<file path="src/inc/dac_seq_regs.vh">
// Purpose: register offsets, field positions, reset values and timing for the dac sequencer
// Assumes: 32-bit axi4-lite data, one register per aligned word
// Notes:   definitions only
`ifndef DAC_SEQ_REGS_VH
`define DAC_SEQ_REGS_VH

// register byte offsets
`define OFS_CONTROL_STATUS_WORD 8'h00
`define OFS_SAMPLE_COUNT        8'h04
`define OFS_MEM_POINTER         8'h08
`define OFS_MEM_DATA            8'h0C
`define OFS_CHAN_DATA_BASE      8'h40
`define OFS_CHAN_DATA_LAST      8'hBC

// control_status_word fields
`define CSW_ARM                 15
`define CSW_MEMORY_SOURCE       14
`define CSW_SOFT_TRIGGER        13
`define CSW_EXT_CLOCK           12
`define CSW_TWOS_COMPLEMENT     11
`define CSW_WIDE_FORMAT         10
`define CSW_RANGE_HI            9
`define CSW_RANGE_LO            8
`define CSW_BUSY                7
`define CSW_RUNNING             6
`define CSW_OUT_ENABLED         5
`define CSW_RATE_HI             3
`define CSW_RATE_LO             0

// reset values
`define RANGE_BIPOLAR_10V       2'b00
`define RATE_RESET              4'h0

// internal update rates in hz, selector 0 to 14
`define RATE_0_HZ               50000
`define RATE_1_HZ               20000
`define RATE_2_HZ               10000
`define RATE_3_HZ               5000
`define RATE_4_HZ               2000
`define RATE_5_HZ               1000
`define RATE_6_HZ               500
`define RATE_7_HZ               200
`define RATE_8_HZ               100
`define RATE_9_HZ               50
`define RATE_10_HZ              20
`define RATE_11_HZ              10
`define RATE_12_HZ              5
`define RATE_13_HZ              2
`define RATE_14_HZ              1

// external update clock: 64 khz at most, least spacing in ns
`define EXT_MIN_PERIOD_NS       15625
`define CLK_PERIOD_NS           10
`define EXT_MIN_PERIOD_CYC      ((`EXT_MIN_PERIOD_NS + `CLK_PERIOD_NS - 1) / `CLK_PERIOD_NS)

// converter word lengths
`define BITS_NARROW             5'd16
`define BITS_WIDE               5'd18

`endif

</file>
<file path="src/rtl/serial_word_shifter.v">
// Purpose: shifts one converter word out msb first with its own serial clock
// Assumes: start is a one-cycle pulse given only while busy_q is low
// Notes:   sclk idles low, data changes on the falling edge
`timescale 1ns/1ps
`default_nettype none

module serial_word_shifter #(
   parameter WIDTH    = 18,
   parameter HALF_DIV = 2
) (
   // clock and reset
   input  wire             clk,
   input  wire             resetn,
   // request
   input  wire             start,
   input  wire [WIDTH-1:0] word,
   input  wire [4:0]       nbits,
   // serial side
   output reg              sclk_q,
   output reg              sdo_q,
   // status
   output reg              busy_q,
   output reg              done_q
);

   reg [WIDTH-1:0] sr_q;
   reg [4:0]       left_q;
   reg [7:0]       div_q;

   always @(posedge clk)
   begin
      if (!resetn)
      begin
         sclk_q <= 1'b0;
         sdo_q  <= 1'b0;
         busy_q <= 1'b0;
         done_q <= 1'b0;
         sr_q   <= {WIDTH{1'b0}};
         left_q <= 5'd0;
         div_q  <= 8'd0;
      end
      else
      begin
         done_q <= 1'b0;
         if (start && !busy_q)
         begin
            // align the frame so its first bit sits at the top
            sr_q   <= word << (WIDTH - nbits);
            sdo_q  <= word[nbits - 5'd1];
            left_q <= nbits;
            busy_q <= 1'b1;
            sclk_q <= 1'b0;
            div_q  <= 8'd0;
         end
         else if (busy_q)
         begin
            if (div_q == HALF_DIV - 1)
            begin
               div_q  <= 8'd0;
               sclk_q <= ~sclk_q;
               if (sclk_q)
               begin
                  sr_q   <= {sr_q[WIDTH-2:0], 1'b0};
                  sdo_q  <= sr_q[WIDTH-2];
                  left_q <= left_q - 5'd1;
                  if (left_q == 5'd1)
                  begin
                     busy_q <= 1'b0;
                     done_q <= 1'b1;
                  end
               end
            end
            else
               div_q <= div_q + 8'd1;
         end
      end
   end

endmodule // serial_word_shifter

`default_nettype wire

</file>
<file path="src/rtl/multichannel_dac_update_sequencer.v">
// Purpose: loads sixteen serial converters one after another, then updates them together
// Assumes: axi4-lite master keeps to one write and one read at a time
// Notes:   update ticks that arrive while a load is under way are dropped
//
// The implementer's own choices: the AXI4-Lite register port and the address map.
`timescale 1ns/1ps
`default_nettype none
`include "dac_seq_regs.vh"

// Summary of operation
// - two output modes, register or memory, chosen by memory_source_select
// - memory mode plays stored samples for sample_count updates at update rate
// - channels load one after another, outputs change together at cycle end
// - update cycles run at up to 64 khz
// - wide format uses two data registers per channel, thirty-two in all
// - once armed, each channel word is shifted into its own converter
// - after the last channel, one common load strobe updates all outputs
// - register mode clears arm itself when the update is done
// - register mode ignores the update clock and starts when arm is set
// - internal update clock picks one of fifteen fixed rates, 50 khz to 1 hz
// - external update clock replaces internal one, at most 64 khz
// - outputs stay disabled at zero volts until the first update
// - output range resets to bipolar ten volts
// - codes are straight binary or two's complement, chosen by software
// - bipolar straight binary codes pass unchanged, 8000h is mid scale
// - unipolar straight binary codes pass unchanged, 0000h is zero
// - memory mode leaves arm set after each update
module multichannel_dac_update_sequencer #(
   parameter CLK_HZ     = 100000000,
   parameter MEM_DEPTH  = 64,
   parameter SHIFT_HALF = 2
) (
   // clock and reset
   input  wire        clk,
   input  wire        resetn,
   // axi4-lite write address
   input  wire [7:0]  s_axi_awaddr,
   input  wire        s_axi_awvalid,
   output reg         s_axi_awready,
   // axi4-lite write data
   input  wire [31:0] s_axi_wdata,
   input  wire [3:0]  s_axi_wstrb,
   input  wire        s_axi_wvalid,
   output reg         s_axi_wready,
   // axi4-lite write response
   output reg  [1:0]  s_axi_bresp,
   output reg         s_axi_bvalid,
   input  wire        s_axi_bready,
   // axi4-lite read
   input  wire [7:0]  s_axi_araddr,
   input  wire        s_axi_arvalid,
   output reg         s_axi_arready,
   output reg  [31:0] s_axi_rdata,
   output reg  [1:0]  s_axi_rresp,
   output reg         s_axi_rvalid,
   input  wire        s_axi_rready,
   // external timing
   input  wire        ext_update_clk,
   input  wire        ext_trigger,
   // converter side
   output wire        dac_sclk,
   output wire        dac_sdi,
   output reg  [15:0] dac_cs_n,
   output reg         dac_ldac_n,
   output reg         out_enable,
   output reg  [1:0]  range_sel
);

   localparam ST_IDLE  = 4'b0001;
   localparam ST_LOAD  = 4'b0010;
   localparam ST_SHIFT = 4'b0100;
   localparam ST_LATCH = 4'b1000;
   localparam PW       = (MEM_DEPTH > 1) ? $clog2(MEM_DEPTH) : 1;
   localparam [15:0] EXT_GAP = `EXT_MIN_PERIOD_CYC - 1;

   // control_status_word fields, sample count and memory write pointer
   reg        arm_q;
   reg        msel_q;
   reg        extclk_q;
   reg        twos_q;
   reg        wide_q;
   reg [3:0]  rate_q;
   reg        soft_trig_q;
   reg [15:0] sample_count_q;
   reg [PW-1:0] mem_wptr_q;

   // storage
   reg [15:0] chan_lo [0:15];
   reg [1:0]  chan_hi [0:15];
   reg [15:0] mem     [0:MEM_DEPTH-1];

   // bus slave state
   reg        aw_full_q;
   reg        w_full_q;
   reg [7:0]  awaddr_q;
   reg [31:0] wdata_q;
   reg [3:0]  wstrb_q;

   // sequencer state
   reg [3:0]  state_q;
   reg [3:0]  ch_q;
   reg        src_mem_q;
   reg        running_q;
   reg [15:0] done_cnt_q;
   reg [PW-1:0] play_ptr_q;
   reg        shift_start_q;
   reg [17:0] shift_word_q;
   reg [4:0]  shift_bits_q;

   // update clock
   reg [31:0] div_q;
   reg        ext_prev_q;
   reg [15:0] ext_gap_q;
   reg        tick_q;

   wire        sh_busy;
   wire        sh_done;
   wire        wr_fire = aw_full_q && w_full_q && !s_axi_bvalid;
   wire [15:0] wmask   = {{8{wstrb_q[1]}}, {8{wstrb_q[0]}}};
   wire [15:0] wval    = wdata_q[15:0];
   wire        wr_chan = (awaddr_q >= `OFS_CHAN_DATA_BASE) && (awaddr_q <= `OFS_CHAN_DATA_LAST);
   wire [4:0]  wr_idx  = awaddr_q[6:2] - 5'h10;
   wire        wr_csw  = wr_fire && (awaddr_q == `OFS_CONTROL_STATUS_WORD);
   wire        arm_set = wr_csw && wstrb_q[1] && wdata_q[`CSW_ARM];
   wire        busy    = (state_q != ST_IDLE);

   function [31:0] rate_div;
      input [3:0] sel;
      begin
         case (sel)
            4'd0:    rate_div = CLK_HZ / `RATE_0_HZ;
            4'd1:    rate_div = CLK_HZ / `RATE_1_HZ;
            4'd2:    rate_div = CLK_HZ / `RATE_2_HZ;
            4'd3:    rate_div = CLK_HZ / `RATE_3_HZ;
            4'd4:    rate_div = CLK_HZ / `RATE_4_HZ;
            4'd5:    rate_div = CLK_HZ / `RATE_5_HZ;
            4'd6:    rate_div = CLK_HZ / `RATE_6_HZ;
            4'd7:    rate_div = CLK_HZ / `RATE_7_HZ;
            4'd8:    rate_div = CLK_HZ / `RATE_8_HZ;
            4'd9:    rate_div = CLK_HZ / `RATE_9_HZ;
            4'd10:   rate_div = CLK_HZ / `RATE_10_HZ;
            4'd11:   rate_div = CLK_HZ / `RATE_11_HZ;
            4'd12:   rate_div = CLK_HZ / `RATE_12_HZ;
            4'd13:   rate_div = CLK_HZ / `RATE_13_HZ;
            default: rate_div = CLK_HZ / `RATE_14_HZ;
         endcase
      end
   endfunction

   // read mux straight from the request address
   reg [31:0] rd_val;
   reg        rd_ok;
   always @*
   begin
      rd_val = 32'h0000_0000;
      rd_ok  = 1'b1;
      if (s_axi_araddr >= `OFS_CHAN_DATA_BASE && s_axi_araddr <= `OFS_CHAN_DATA_LAST)
      begin
         // low words sit at 0x40 (bit 6 set), upper bits at 0x80 (bit 6 clear)
         if (s_axi_araddr[6])
            rd_val[15:0] = chan_lo[s_axi_araddr[5:2]];
         else
            rd_val[1:0] = chan_hi[s_axi_araddr[5:2]];
      end
      else
      begin
         case (s_axi_araddr)
            `OFS_CONTROL_STATUS_WORD:
            begin
               rd_val[`CSW_ARM]             = arm_q;
               rd_val[`CSW_MEMORY_SOURCE]   = msel_q;
               rd_val[`CSW_EXT_CLOCK]       = extclk_q;
               rd_val[`CSW_TWOS_COMPLEMENT] = twos_q;
               rd_val[`CSW_WIDE_FORMAT]     = wide_q;
               rd_val[`CSW_RANGE_HI:`CSW_RANGE_LO] = range_sel;
               rd_val[`CSW_BUSY]            = busy;
               rd_val[`CSW_RUNNING]         = running_q;
               rd_val[`CSW_OUT_ENABLED]     = out_enable;
               rd_val[`CSW_RATE_HI:`CSW_RATE_LO] = rate_q;
            end
            `OFS_SAMPLE_COUNT: rd_val[15:0] = sample_count_q;
            `OFS_MEM_POINTER:  rd_val[PW-1:0] = mem_wptr_q;
            `OFS_MEM_DATA:     rd_val[15:0] = mem[mem_wptr_q];
            default:           rd_ok = 1'b0;
         endcase
      end
   end

   // axi4-lite handshakes
   always @(posedge clk)
   begin
      if (!resetn)
      begin
         s_axi_awready <= 1'b0;
         s_axi_wready  <= 1'b0;
         s_axi_arready <= 1'b0;
         s_axi_bvalid  <= 1'b0;
         s_axi_bresp   <= 2'b00;
         s_axi_rvalid  <= 1'b0;
         s_axi_rresp   <= 2'b00;
         s_axi_rdata   <= 32'h0000_0000;
         aw_full_q     <= 1'b0;
         w_full_q      <= 1'b0;
         awaddr_q      <= 8'h00;
         wdata_q       <= 32'h0000_0000;
         wstrb_q       <= 4'h0;
      end
      else
      begin
         if (s_axi_awvalid && s_axi_awready)
         begin
            aw_full_q     <= 1'b1;
            awaddr_q      <= s_axi_awaddr;
            s_axi_awready <= 1'b0;
         end
         else if (!aw_full_q)
            s_axi_awready <= 1'b1;
         if (s_axi_wvalid && s_axi_wready)
         begin
            w_full_q     <= 1'b1;
            wdata_q      <= s_axi_wdata;
            wstrb_q      <= s_axi_wstrb;
            s_axi_wready <= 1'b0;
         end
         else if (!w_full_q)
            s_axi_wready <= 1'b1;
         if (wr_fire)
         begin
            aw_full_q    <= 1'b0;
            w_full_q     <= 1'b0;
            s_axi_bvalid <= 1'b1;
            s_axi_bresp  <= (wr_chan || awaddr_q <= `OFS_MEM_DATA) &&
                            (awaddr_q[1:0] == 2'b00) ? 2'b00 : 2'b10;
         end
         else if (s_axi_bvalid && s_axi_bready)
            s_axi_bvalid <= 1'b0;
         if (s_axi_arvalid && s_axi_arready)
         begin
            s_axi_arready <= 1'b0;
            s_axi_rvalid  <= 1'b1;
            s_axi_rdata   <= rd_val;
            s_axi_rresp   <= rd_ok ? 2'b00 : 2'b10;
         end
         else if (s_axi_rvalid && s_axi_rready)
            s_axi_rvalid <= 1'b0;
         else if (!s_axi_rvalid)
            s_axi_arready <= 1'b1;
      end
   end

   // register writes and storage
   always @(posedge clk)
   begin
      if (!resetn)
      begin
         msel_q         <= 1'b0;
         extclk_q       <= 1'b0;
         twos_q         <= 1'b0;
         wide_q         <= 1'b0;
         range_sel      <= `RANGE_BIPOLAR_10V;
         rate_q         <= `RATE_RESET;
         soft_trig_q    <= 1'b0;
         sample_count_q <= 16'h0000;
         mem_wptr_q     <= {PW{1'b0}};
      end
      else
      begin
         soft_trig_q <= 1'b0;
         if (wr_csw)
         begin
            // mode bits only move while no load is under way
            if (wstrb_q[1] && !busy)
            begin
               msel_q    <= wdata_q[`CSW_MEMORY_SOURCE];
               extclk_q  <= wdata_q[`CSW_EXT_CLOCK];
               twos_q    <= wdata_q[`CSW_TWOS_COMPLEMENT];
               wide_q    <= wdata_q[`CSW_WIDE_FORMAT];
               range_sel <= wdata_q[`CSW_RANGE_HI:`CSW_RANGE_LO];
            end
            if (wstrb_q[1])
               soft_trig_q <= wdata_q[`CSW_SOFT_TRIGGER];
            if (wstrb_q[0] && !busy)
               rate_q <= wdata_q[`CSW_RATE_HI:`CSW_RATE_LO];
         end
         if (wr_fire && awaddr_q == `OFS_SAMPLE_COUNT)
            sample_count_q <= (sample_count_q & ~wmask) | (wval & wmask);
         if (wr_fire && awaddr_q == `OFS_MEM_POINTER)
            mem_wptr_q <= wdata_q[PW-1:0];
         if (wr_fire && awaddr_q == `OFS_MEM_DATA)
            mem_wptr_q <= (mem_wptr_q == MEM_DEPTH - 1) ? {PW{1'b0}} : mem_wptr_q + 1'b1;
      end
   end

   genvar gi;
   generate
      for (gi = 0; gi < 16; gi = gi + 1)
      begin : g_chan
         always @(posedge clk)
         begin
            if (!resetn)
            begin
               chan_lo[gi] <= 16'h0000;
               chan_hi[gi] <= 2'b00;
            end
            else if (wr_fire && wr_chan && wr_idx[3:0] == gi)
            begin
               // each of the thirty-two words loads on its own
               if (!wr_idx[4])
                  chan_lo[gi] <= (chan_lo[gi] & ~wmask) | (wval & wmask);
               else if (wstrb_q[0])
                  chan_hi[gi] <= wdata_q[1:0];
            end
         end
      end
   endgenerate

   // no reset on the sample ram, contents are software owned
   always @(posedge clk)
   begin
      if (wr_fire && awaddr_q == `OFS_MEM_DATA)
         mem[mem_wptr_q] <= (mem[mem_wptr_q] & ~wmask) | (wval & wmask);
   end

   // update tick from the internal divider or the external clock
   always @(posedge clk)
   begin
      if (!resetn)
      begin
         div_q      <= 32'd0;
         ext_prev_q <= 1'b0;
         ext_gap_q  <= 16'd0;
         tick_q     <= 1'b0;
      end
      else
      begin
         ext_prev_q <= ext_update_clk;
         tick_q     <= 1'b0;
         if (ext_gap_q != 16'd0)
            ext_gap_q <= ext_gap_q - 16'd1;
         if (extclk_q)
         begin
            div_q <= 32'd0;
            // edges closer than the 64 khz period are taken as glitches
            if (ext_update_clk && !ext_prev_q && ext_gap_q == 16'd0)
            begin
               tick_q    <= 1'b1;
               ext_gap_q <= EXT_GAP;
            end
         end
         else if (div_q >= rate_div(rate_q) - 32'd1)
         begin
            div_q  <= 32'd0;
            tick_q <= 1'b1;
         end
         else
            div_q <= div_q + 32'd1;
      end
   end

   // word for the current channel, two's complement turned to offset binary
   wire [15:0] lo_raw = src_mem_q ? mem[play_ptr_q] : chan_lo[ch_q];
   wire [1:0]  hi_raw = src_mem_q ? 2'b00 : chan_hi[ch_q];
   wire [17:0] word_w = wide_q ? {hi_raw[1] ^ twos_q, hi_raw[0], lo_raw}
                               : {2'b00, lo_raw[15] ^ twos_q, lo_raw[14:0]};

   // sequencer
   always @(posedge clk)
   begin
      if (!resetn)
      begin
         state_q       <= ST_IDLE;
         ch_q          <= 4'd0;
         src_mem_q     <= 1'b0;
         arm_q         <= 1'b0;
         running_q     <= 1'b0;
         done_cnt_q    <= 16'd0;
         play_ptr_q    <= {PW{1'b0}};
         shift_start_q <= 1'b0;
         shift_word_q  <= 18'd0;
         shift_bits_q  <= `BITS_NARROW;
         dac_cs_n      <= 16'hFFFF;
         dac_ldac_n    <= 1'b1;
         out_enable    <= 1'b0;
      end
      else
      begin
         shift_start_q <= 1'b0;
         dac_ldac_n    <= 1'b1;
         if (wr_csw && wstrb_q[1] && !wdata_q[`CSW_ARM] && !busy)
         begin
            arm_q     <= 1'b0;
            running_q <= 1'b0;
         end
         if (arm_set)
            arm_q <= 1'b1;
         if (soft_trig_q || ext_trigger)
         begin
            if (arm_q && msel_q && !running_q && !busy)
            begin
               running_q  <= 1'b1;
               done_cnt_q <= 16'd0;
               play_ptr_q <= {PW{1'b0}};
            end
         end
         case (state_q)
            ST_IDLE:
            begin
               ch_q <= 4'd0;
               if (arm_q && !msel_q)
               begin
                  src_mem_q <= 1'b0;
                  state_q   <= ST_LOAD;
               end
               else if (arm_q && msel_q && running_q && tick_q)
               begin
                  src_mem_q <= 1'b1;
                  state_q   <= ST_LOAD;
               end
            end
            ST_LOAD:
            begin
               shift_word_q  <= word_w;
               shift_bits_q  <= wide_q ? `BITS_WIDE : `BITS_NARROW;
               shift_start_q <= 1'b1;
               dac_cs_n      <= ~(16'h0001 << ch_q);
               state_q       <= ST_SHIFT;
            end
            ST_SHIFT:
            begin
               if (sh_done)
               begin
                  dac_cs_n <= 16'hFFFF;
                  if (src_mem_q)
                     play_ptr_q <= (play_ptr_q == MEM_DEPTH - 1) ? {PW{1'b0}}
                                                                : play_ptr_q + 1'b1;
                  if (ch_q == 4'd15)
                     state_q <= ST_LATCH;
                  else
                  begin
                     ch_q    <= ch_q + 4'd1;
                     state_q <= ST_LOAD;
                  end
               end
            end
            ST_LATCH:
            begin
               dac_ldac_n <= 1'b0;
               out_enable <= 1'b1;
               state_q    <= ST_IDLE;
               if (src_mem_q)
               begin
                  // arm stays set so later triggers replay the memory
                  done_cnt_q <= done_cnt_q + 16'd1;
                  if (done_cnt_q + 16'd1 >= sample_count_q)
                     running_q <= 1'b0;
               end
               else if (!arm_set)
                  arm_q <= 1'b0;
            end
            default: state_q <= ST_IDLE;
         endcase
         // a re-arm during a register load changes nothing, except in the latch cycle, where it keeps arm set for another update
      end
   end

   serial_word_shifter #(
      .WIDTH    (18),
      .HALF_DIV (SHIFT_HALF)
   ) u_shifter (
      .clk    (clk),
      .resetn (resetn),
      .start  (shift_start_q),
      .word   (shift_word_q),
      .nbits  (shift_bits_q),
      .sclk_q (dac_sclk),
      .sdo_q  (dac_sdi),
      .busy_q (sh_busy),
      .done_q (sh_done)
   );

endmodule // multichannel_dac_update_sequencer

`default_nettype wire

</file>
<file path="config.mk">
export PLATFORM = sky130hd
export DESIGN_NAME = multichannel_dac_update_sequencer
export DESIGN_NICKNAME = d
export VERILOG_FILES = /design/src/rtl/serial_word_shifter.v /design/src/rtl/multichannel_dac_update_sequencer.v
export VERILOG_INCLUDE_DIRS = /design/src /design/src/inc
export SDC_FILE = /design/constraint.sdc
export NUM_CORES = 2
export LEC_CHECK = 0
export CORE_MARGIN = 4
export CORE_UTILIZATION = 64
export CTS_CLUSTER_DIAMETER = 40
export DETAILED_ROUTE_END_ITERATION = 10
export DONT_BUFFER_PORTS = 1
export PLACE_DENSITY_LB_ADDON = 0.15
export SETUP_SLACK_MARGIN = 0.05
export SLEW_MARGIN = 10
export SYNTH_ARGS = -nofsm -noshare
export SYNTH_HDL_FRONTEND = slang
export SYNTH_SLANG_ARGS = --single-unit
export TNS_END_PERCENT = 5
</file>
<file path="constraint.sdc">
create_clock -name clk -period 6.17 [get_ports clk]
set_input_delay 0.617 -clock clk [delete_from_list [all_inputs] [get_ports clk]]
set_output_delay 0.617 -clock clk [all_outputs]
set_load 0.03 [all_outputs]
</file>
# Word level (Yosys, flattened, before mapping)
# Memories as Yosys holds them, arrays and structs flattened. A register that Yosys moved wholly into a read port is not among the register bits.
# Index checks and enable logic that the tools add are counted.
# word_totals
latch_bits	0
wordCells	504
mem_count	4
ramBits	1312
romBits	384
output_inout_bits	63
reg_bits	245
inputBits	61
# classes
shift	2
mux	231
div_mod_pow	0
n_lt_le_gt_ge	8
eq_ne	34
reduce_logical	88
multipliers	0
n_bitwise	79
addsub	12
# memory_table
name	words	width	read_ports	rd_ports_with_merged_regs	wr	line_no	source
mem	64	16	2	2	1	multichannel_dac_update_sequencer.v:90	reg [15:0] mem [0:MEM_DEPTH-1];
(name not given)	16	24	1	1	0	multichannel_dac_update_sequencer.v:130	case (sel)
chan_lo	16	16	18	1	16	multichannel_dac_update_sequencer.v:88	reg [15:0] chan_lo [0:15];
chan_hi	16	2	2	1	16	multichannel_dac_update_sequencer.v:89	reg [1:0] chan_hi [0:15];
# op_table
operator	count
two-way mux 16 bit	26
AND 16 bit	19
OR 16 bit	18
two-way mux 1 bit	137
two-way mux 6 bit	12
two-way mux 17 bit	4
two-way mux 32 bit	2
two-way mux 4 bit	12
logical AND 1 bit	46
two-way mux 2 bit	21
equality test 4 bit (second input constant)	10
adder 32 x 1 -> 32 bit (second input constant)	1
equality test 8 x 4 -> 1 bit (second input constant)	4
>= comparator 32 bit	1
NOT 16 bit	2
OR 1 bit	32
one-hot mux 16 bit (2 select lines)	1
left shift 18 x 32 -> 17 bit	1
subtractor 32 x 1 -> 32 bit (second input constant)	1
one-hot mux 7 bit (3 select lines)	1
equality test 4 x 3 -> 1 bit (second input constant)	5
two-way mux 5 bit	4
two-way mux 18 bit	1
nonzero test 2 bit	9
other kinds (49)	84

# Logic depth before layout (Yosys ltp)
# logic_depth
ltp_word	12
ltp_mapped	16
ltp_nobuf	15

# Cells and area by module
# Synthesis repeated with hierarchy kept, for this count alone.
# hier_totals
hier_cells	5102
area_unflattened_um2	78386.4
# modules_own_cells
module	area_each_um2	seq_area_each_um2	cells_each	n_inst
multichannel_dac_update_sequencer	75735.1	44182.4	4797	1
serial_word_shifter	2651.3	680.7	305	1

# Worst setup path after synthesis
# No wires, ideal clock.
# synth_path
kind	register to register
startpoint	reg (tool-made name)
endpoint	mem mem[0][1] (data pin)
stages_incl_launch_ff	9
path_slack_ps	1197
path_buffers	3
setup_ps	702
t_required_ps	5468
period_less_slack_ps	4973
arrival_time_ps	4271
path_cell_list	dfxtp_1 -> buf_2 -> buf_2 -> buf_1 -> mux4_2 -> mux2i_1 -> a211oi_1 -> nand3_1 -> o21ai_0
# synth_rtl
item	line_no
end, declared	multichannel_dac_update_sequencer.v:90

# Worst setup path in the final report
# layout_path
startpoint	reg s_axi_bvalid
endpoint	mem mem[8][13], enable pin
# layout_between
elab_chain_cells	5
# layout_rtl
item	line_no	source
start, declared	multichannel_dac_update_sequencer.v:47	output reg s_axi_bvalid,
start signal, assigned	multichannel_dac_update_sequencer.v:197	s_axi_bvalid <= 1'b0;
start signal, assigned	multichannel_dac_update_sequencer.v:231	s_axi_bvalid <= 1'b1;
start signal, assigned	multichannel_dac_update_sequencer.v:236	s_axi_bvalid <= 1'b0;
logical NOT 1 bit	multichannel_dac_update_sequencer.v:118	wire wr_fire = aw_full_q && w_full_q && !s_axi_bvalid;
logical AND 1 bit	multichannel_dac_update_sequencer.v:118	
logical AND 1 bit (no source line)	-	
two-way mux 1 bit	multichannel_dac_update_sequencer.v:320	if (wr_fire && awaddr_q == `OFS_MEM_DATA)
two-way mux 1 bit (implied by the code)	multichannel_dac_update_sequencer.v:321	mem[mem_wptr_q] <= (mem[mem_wptr_q] & ~wmask) | (wval & wmask);
# Every way passes these cells.

==> summary.txt <==
Floorplan
  – Die height: 355 microns
  – Initial Util: 64.4%
  – FP Rows: 127
  – Core ar.: 0.120 sq mm
  – IO Pins: 124
  – Die width: 355 microns
  – Die Area: 0.126 sq mm

Placement
  – IO buf count: 0
  – Routability Congestion: 0.956
  – Post-DP HPWL: 139000 microns
  – Setup slack at placement: 1.86 ns

Worst setup path
  – Req. time, crit path: 6.65 ns
  – CP startpoint kind: flip-flop
  – RR Startpoint: s_axi_bvalid$_SDFFE_PN0P_
  – Critical path cell sequence: nand3b_1 -> nor4_4 -> nand2_1 -> nor2_1 -> nand2_1 -> nor2_1 -> buf_4
  – Worst setup EP type: flip-flop
  – CP Data Arrival Time: 4.96 ns
  – Maximum fanout along the worst path: 11
  – R2R setup slack: 1.69 ns
  – Reg2reg end: mem[8][13]$_DFFE_PP_
  – Critical path type: reg -> reg
  – CP max-delay cell: nor2_1
  – Register-to-Register Path Depth: 7
  – Slowest stage delay, CP: 0.89 ns

Synthesis
  – Post-synthesis cell area: 0.0771 sq mm
  – Number of synthesized register bits: 1585
  – EDFF count, synth: 1312
  – Predominant post-synthesis flop cell: edfxtp_1
  – Ys async rst share: 0%
  – YS warnings: 0
  – Synthesized area per cell: 15.6 sq um
  – Sequential fraction of the synthesis area: 58.2%
  – Syn Inst Count: 4935
  – Distinct cells, synth: 78

STA
  – Setup TNS: 0 ns
  – Final Skew: 0.0320 ns
  – Final WS setup: 1.69 ns
  – Slew Limit Headroom: 14.7%
  – Slew Limit Fails: 0
  – Unrepaired setup endpoints after global routing: false
  – Max Fclk: 223 MHz
  – Worst-Margin Slew: 1.28 ns
  – Endpoints failing hold: 0
  – Setup violators final: 0
  – Final Cycle Share: 72.7%
  – Min cycle time layout: 4.48 ns
  – WHS: 0.0743 ns

Global route
  – Initial antenna violation count: 7
  – GRT Util Overall: 35.8%
  – Global-route wire length before repair: 326000 microns
  – Vias in the first global route: 48100
  – Grt total ovfl: 0
  – Pin count of the biggest net entering global routing: 93

Hold path
  – Hold path cells: 2
  – Worst Hold Class: in -> reg
  – Hold Crit Endpoint: wdata_q[10]$_SDFFE_PN0P_
  – Hold Crit Start: s_axi_wdata[10]

Route
  – Routed via count: 48700
  – Starting DRT DRC Count: 7557
  – Final routed DRC violation total: 0
  – Post-route ant nets: 0
  – WL per Instance: 33.1 microns
  – Routed wire length: 223000 microns
  – DR vias/cell: 7.24
  – DRT Pass-1 Iters: 7

Clock tree
  – H-tree depth: 4
  – Clock Root Buffer: clkbuf_16
  – CTS tree: yes
  – Clock transition at path regs: 0.06 ns
  – Resize count post-CTS: 0
  – Num CTS Buffers: 193
  – CTS sink count: 1585
  – Later-pin clock latency in the skew report: 0.82 ns
  – Clock buffer depth: 3

Run
  – Max Cap Violations: 0

Pwr
  – Worst VDD drop: 0.000306 V
  – Leak pwr: 27.0 nW
  – Power Dens Cells: 280 mW/mm^2

Outcome
  – Status: complete, no violations

Finish
  – Layout area overhead: 11.6%
  – Ratio of cells with drive above 1 in the final layout: 27.8%
  – Final net count: 5086
[critical path, delay by kind of cell, from the launching register on]
kind | cells | cell delay, ns
and+or+nand+nor | 6 | 3.30
DFF | 1 | 0.42
buffers and inverters | 1 | 0.40
[how the worst max path moves through the flow]
stage | from | end | cells past startpoint
after floorplan | flip-flop | mem[0][1]$_DFFE_PP_ | 8
after global placement | s_axi_bvalid$_SDFFE_PN0P_ | mem[36][10]$_DFFE_PP_ | 7
after detailed placement | s_axi_bvalid$_SDFFE_PN0P_ | mem[36][10]$_DFFE_PP_ | 7
after CTS | s_axi_bvalid$_SDFFE_PN0P_ | mem[36][10]$_DFFE_PP_ | 7
after global routing | flip-flop | div_q[9]$_SDFF_PP0_ | 16
final | s_axi_bvalid$_SDFFE_PN0P_ | mem[8][13]$_DFFE_PP_ | 7
[cell usage after synthesis (5+ instances only)]
| cell type | count | share of area [%] |
|---|---|---|
| nand2_1 | 304 | 1.5 |
| edfxtp_1 | 1312 | 51 |
| or4_1 | 5 | 0.049 |
| buf_6 | 5 | 0.073 |
| a31oi_1 | 5 | 0.041 |
| o211a_1 | 17 | 0.22 |
| inv_2 | 5 | 0.024 |
| mux2i_1 | 39 | 0.51 |
| nand3b_1 | 12 | 0.12 |
| dfxtp_1 | 273 | 7.1 |
| or2_2 | 7 | 0.057 |
| nand4_1 | 38 | 0.31 |
| mux4_2 | 809 | 24 |
| xnor2_1 | 47 | 0.53 |
| a211oi_1 | 25 | 0.24 |
| nor4_1 | 14 | 0.11 |
| nor3_1 | 32 | 0.21 |
| buf_2 | 78 | 0.51 |
| nand2b_1 | 287 | 2.3 |
| o22ai_1 | 18 | 0.15 |
| inv_1 | 39 | 0.19 |
| o21ai_0 | 148 | 0.96 |
| nor2b_1 | 36 | 0.29 |
| clkbuf_1 | 233 | 1.1 |
| nand3_1 | 97 | 0.63 |
| nor2_1 | 277 | 1.3 |
| or3_1 | 8 | 0.065 |
| a311oi_1 | 20 | 0.23 |
| a21oi_1 | 393 | 2.6 |
| a21o_1 | 13 | 0.13 |
| o21ai_1 | 16 | 0.10 |
| and2_1 | 12 | 0.097 |
| and3_1 | 36 | 0.29 |
| xor2_1 | 41 | 0.47 |
| buf_4 | 36 | 0.35 |
| ha_1 | 69 | 1.1 |
| buf_1 | 35 | 0.17 |
| a221oi_1 | 24 | 0.27 |
[cell type report]
type | count | area (sq um)
multi-input combinational | 2935 | 30800
timing repair buffer | 196 | 1700
clock buffer | 227 | 5170
clock inverter | 125 | 1250
sequential | 1585 | 44900
tap | 1612 | 2020
antenna | 3 | 7.51
fill | 7364 | 33800
inverter | 45 | 176
[state kept, by name, summed over array words and instances, names as in the netlist, 2 cells and up, named ones only]
signal / flops
awaddr_q: 8
ch_q: 4
chan_hi: 32
chan_lo: 256
dac_cs_n: 16
div_q: 32
done_cnt_q: 16
ext_gap_q: 16
mem: 1024
mem_wptr_q: 6
play_ptr_q: 6
range_sel: 2
rate_q: 4
s_axi_rdata: 16
shift_word_q: 18
state_q: 4
u_shifter.div_q: 8
u_shifter.left_q: 5
u_shifter.sr_q: 17
wdata_q: 16
wstrb_q: 2
[kinds of logic after synthesis]
group	Yosys count	synth area share (%)
AO/OA/AOI/OAI	714	5.27
XOR/XNOR	89	1.02
adder cells (fa/ha/maj)	69	1.12
buffers and inverters	432	2.46
flip-flops	1585	58.2
multiplexers	848	24.1
other	1	0.00486
AND/OR/NAND/NOR	1197	7.83
[what timing repair did]
item / 4_1_cts / 5_1_grt
hold buffers: 30 / 0
setup buffers: 0 / 0
endpoints found under the setup margin: 0 / 0
endpoints found under the hold margin: 87 / 0
[through the flow]
step	util, %	area, sq um	total power, mW	instances
floorplan	-	77200	12.7	4952
CTS	71.8	86000	24.1	6725
global placement	66.2	79300	12.9	6343
finish	71.8	86000	24.1	6728
detailed placement	66.2	79300	12.9	6343
global route	71.8	86000	24.7	6726
[per-layer routing]
metal	GRT usage (%)	vias up	share of wire, %	routed length [microns]
li1	-	19800	-	-
met1	47.0	24700	34	75700
met2	56.2	3474	48	106000
met3	8.89	665	12	26700
met4	18.7	6	6.3	14000
met5	0	-	0.015	34
[layout by cell type (no fill, tap or decap), drive strengths merged, types with 5 or more instances in the layout]
| master | count |
|---|---|
| a311oi | 20 |
| a21o | 13 |
| nor4 | 16 |
| nor2b | 36 |
| xnor2 | 48 |
| a21oi | 393 |
| nand2 | 304 |
| and2 | 15 |
| mux4 | 809 |
| nand3 | 97 |
| a31oi | 5 |
| a221oi | 24 |
| o211a | 17 |
| o21ai | 165 |
| o22ai | 18 |
| bufinv | 15 |
| clkinvlp | 15 |
| dfxtp | 273 |
| buf | 167 |
| or2 | 7 |
| and3 | 36 |
| edfxtp | 1312 |
| conb | 18 |
| clkinv | 64 |
| nand2b | 288 |
| mux2i | 39 |
| ha | 69 |
| nor2 | 277 |
| inv | 76 |
| clkbuf | 227 |
| a211oi | 25 |
| xor2 | 41 |
| nand4 | 38 |
| or3 | 8 |
| dlygate4sd3 | 29 |
| nand3b | 12 |
| nor3 | 33 |
| nor4b | 7 |
| or4 | 6 |
[where the power goes]
part | switching [mW] | internal [mW]
sequential | 0.168 | 11.6
clock | 4.66 | 6.67
combinational | 0.512 | 0.395
total | 5.34 | 18.7
Power figures use the tool's default switching activity.
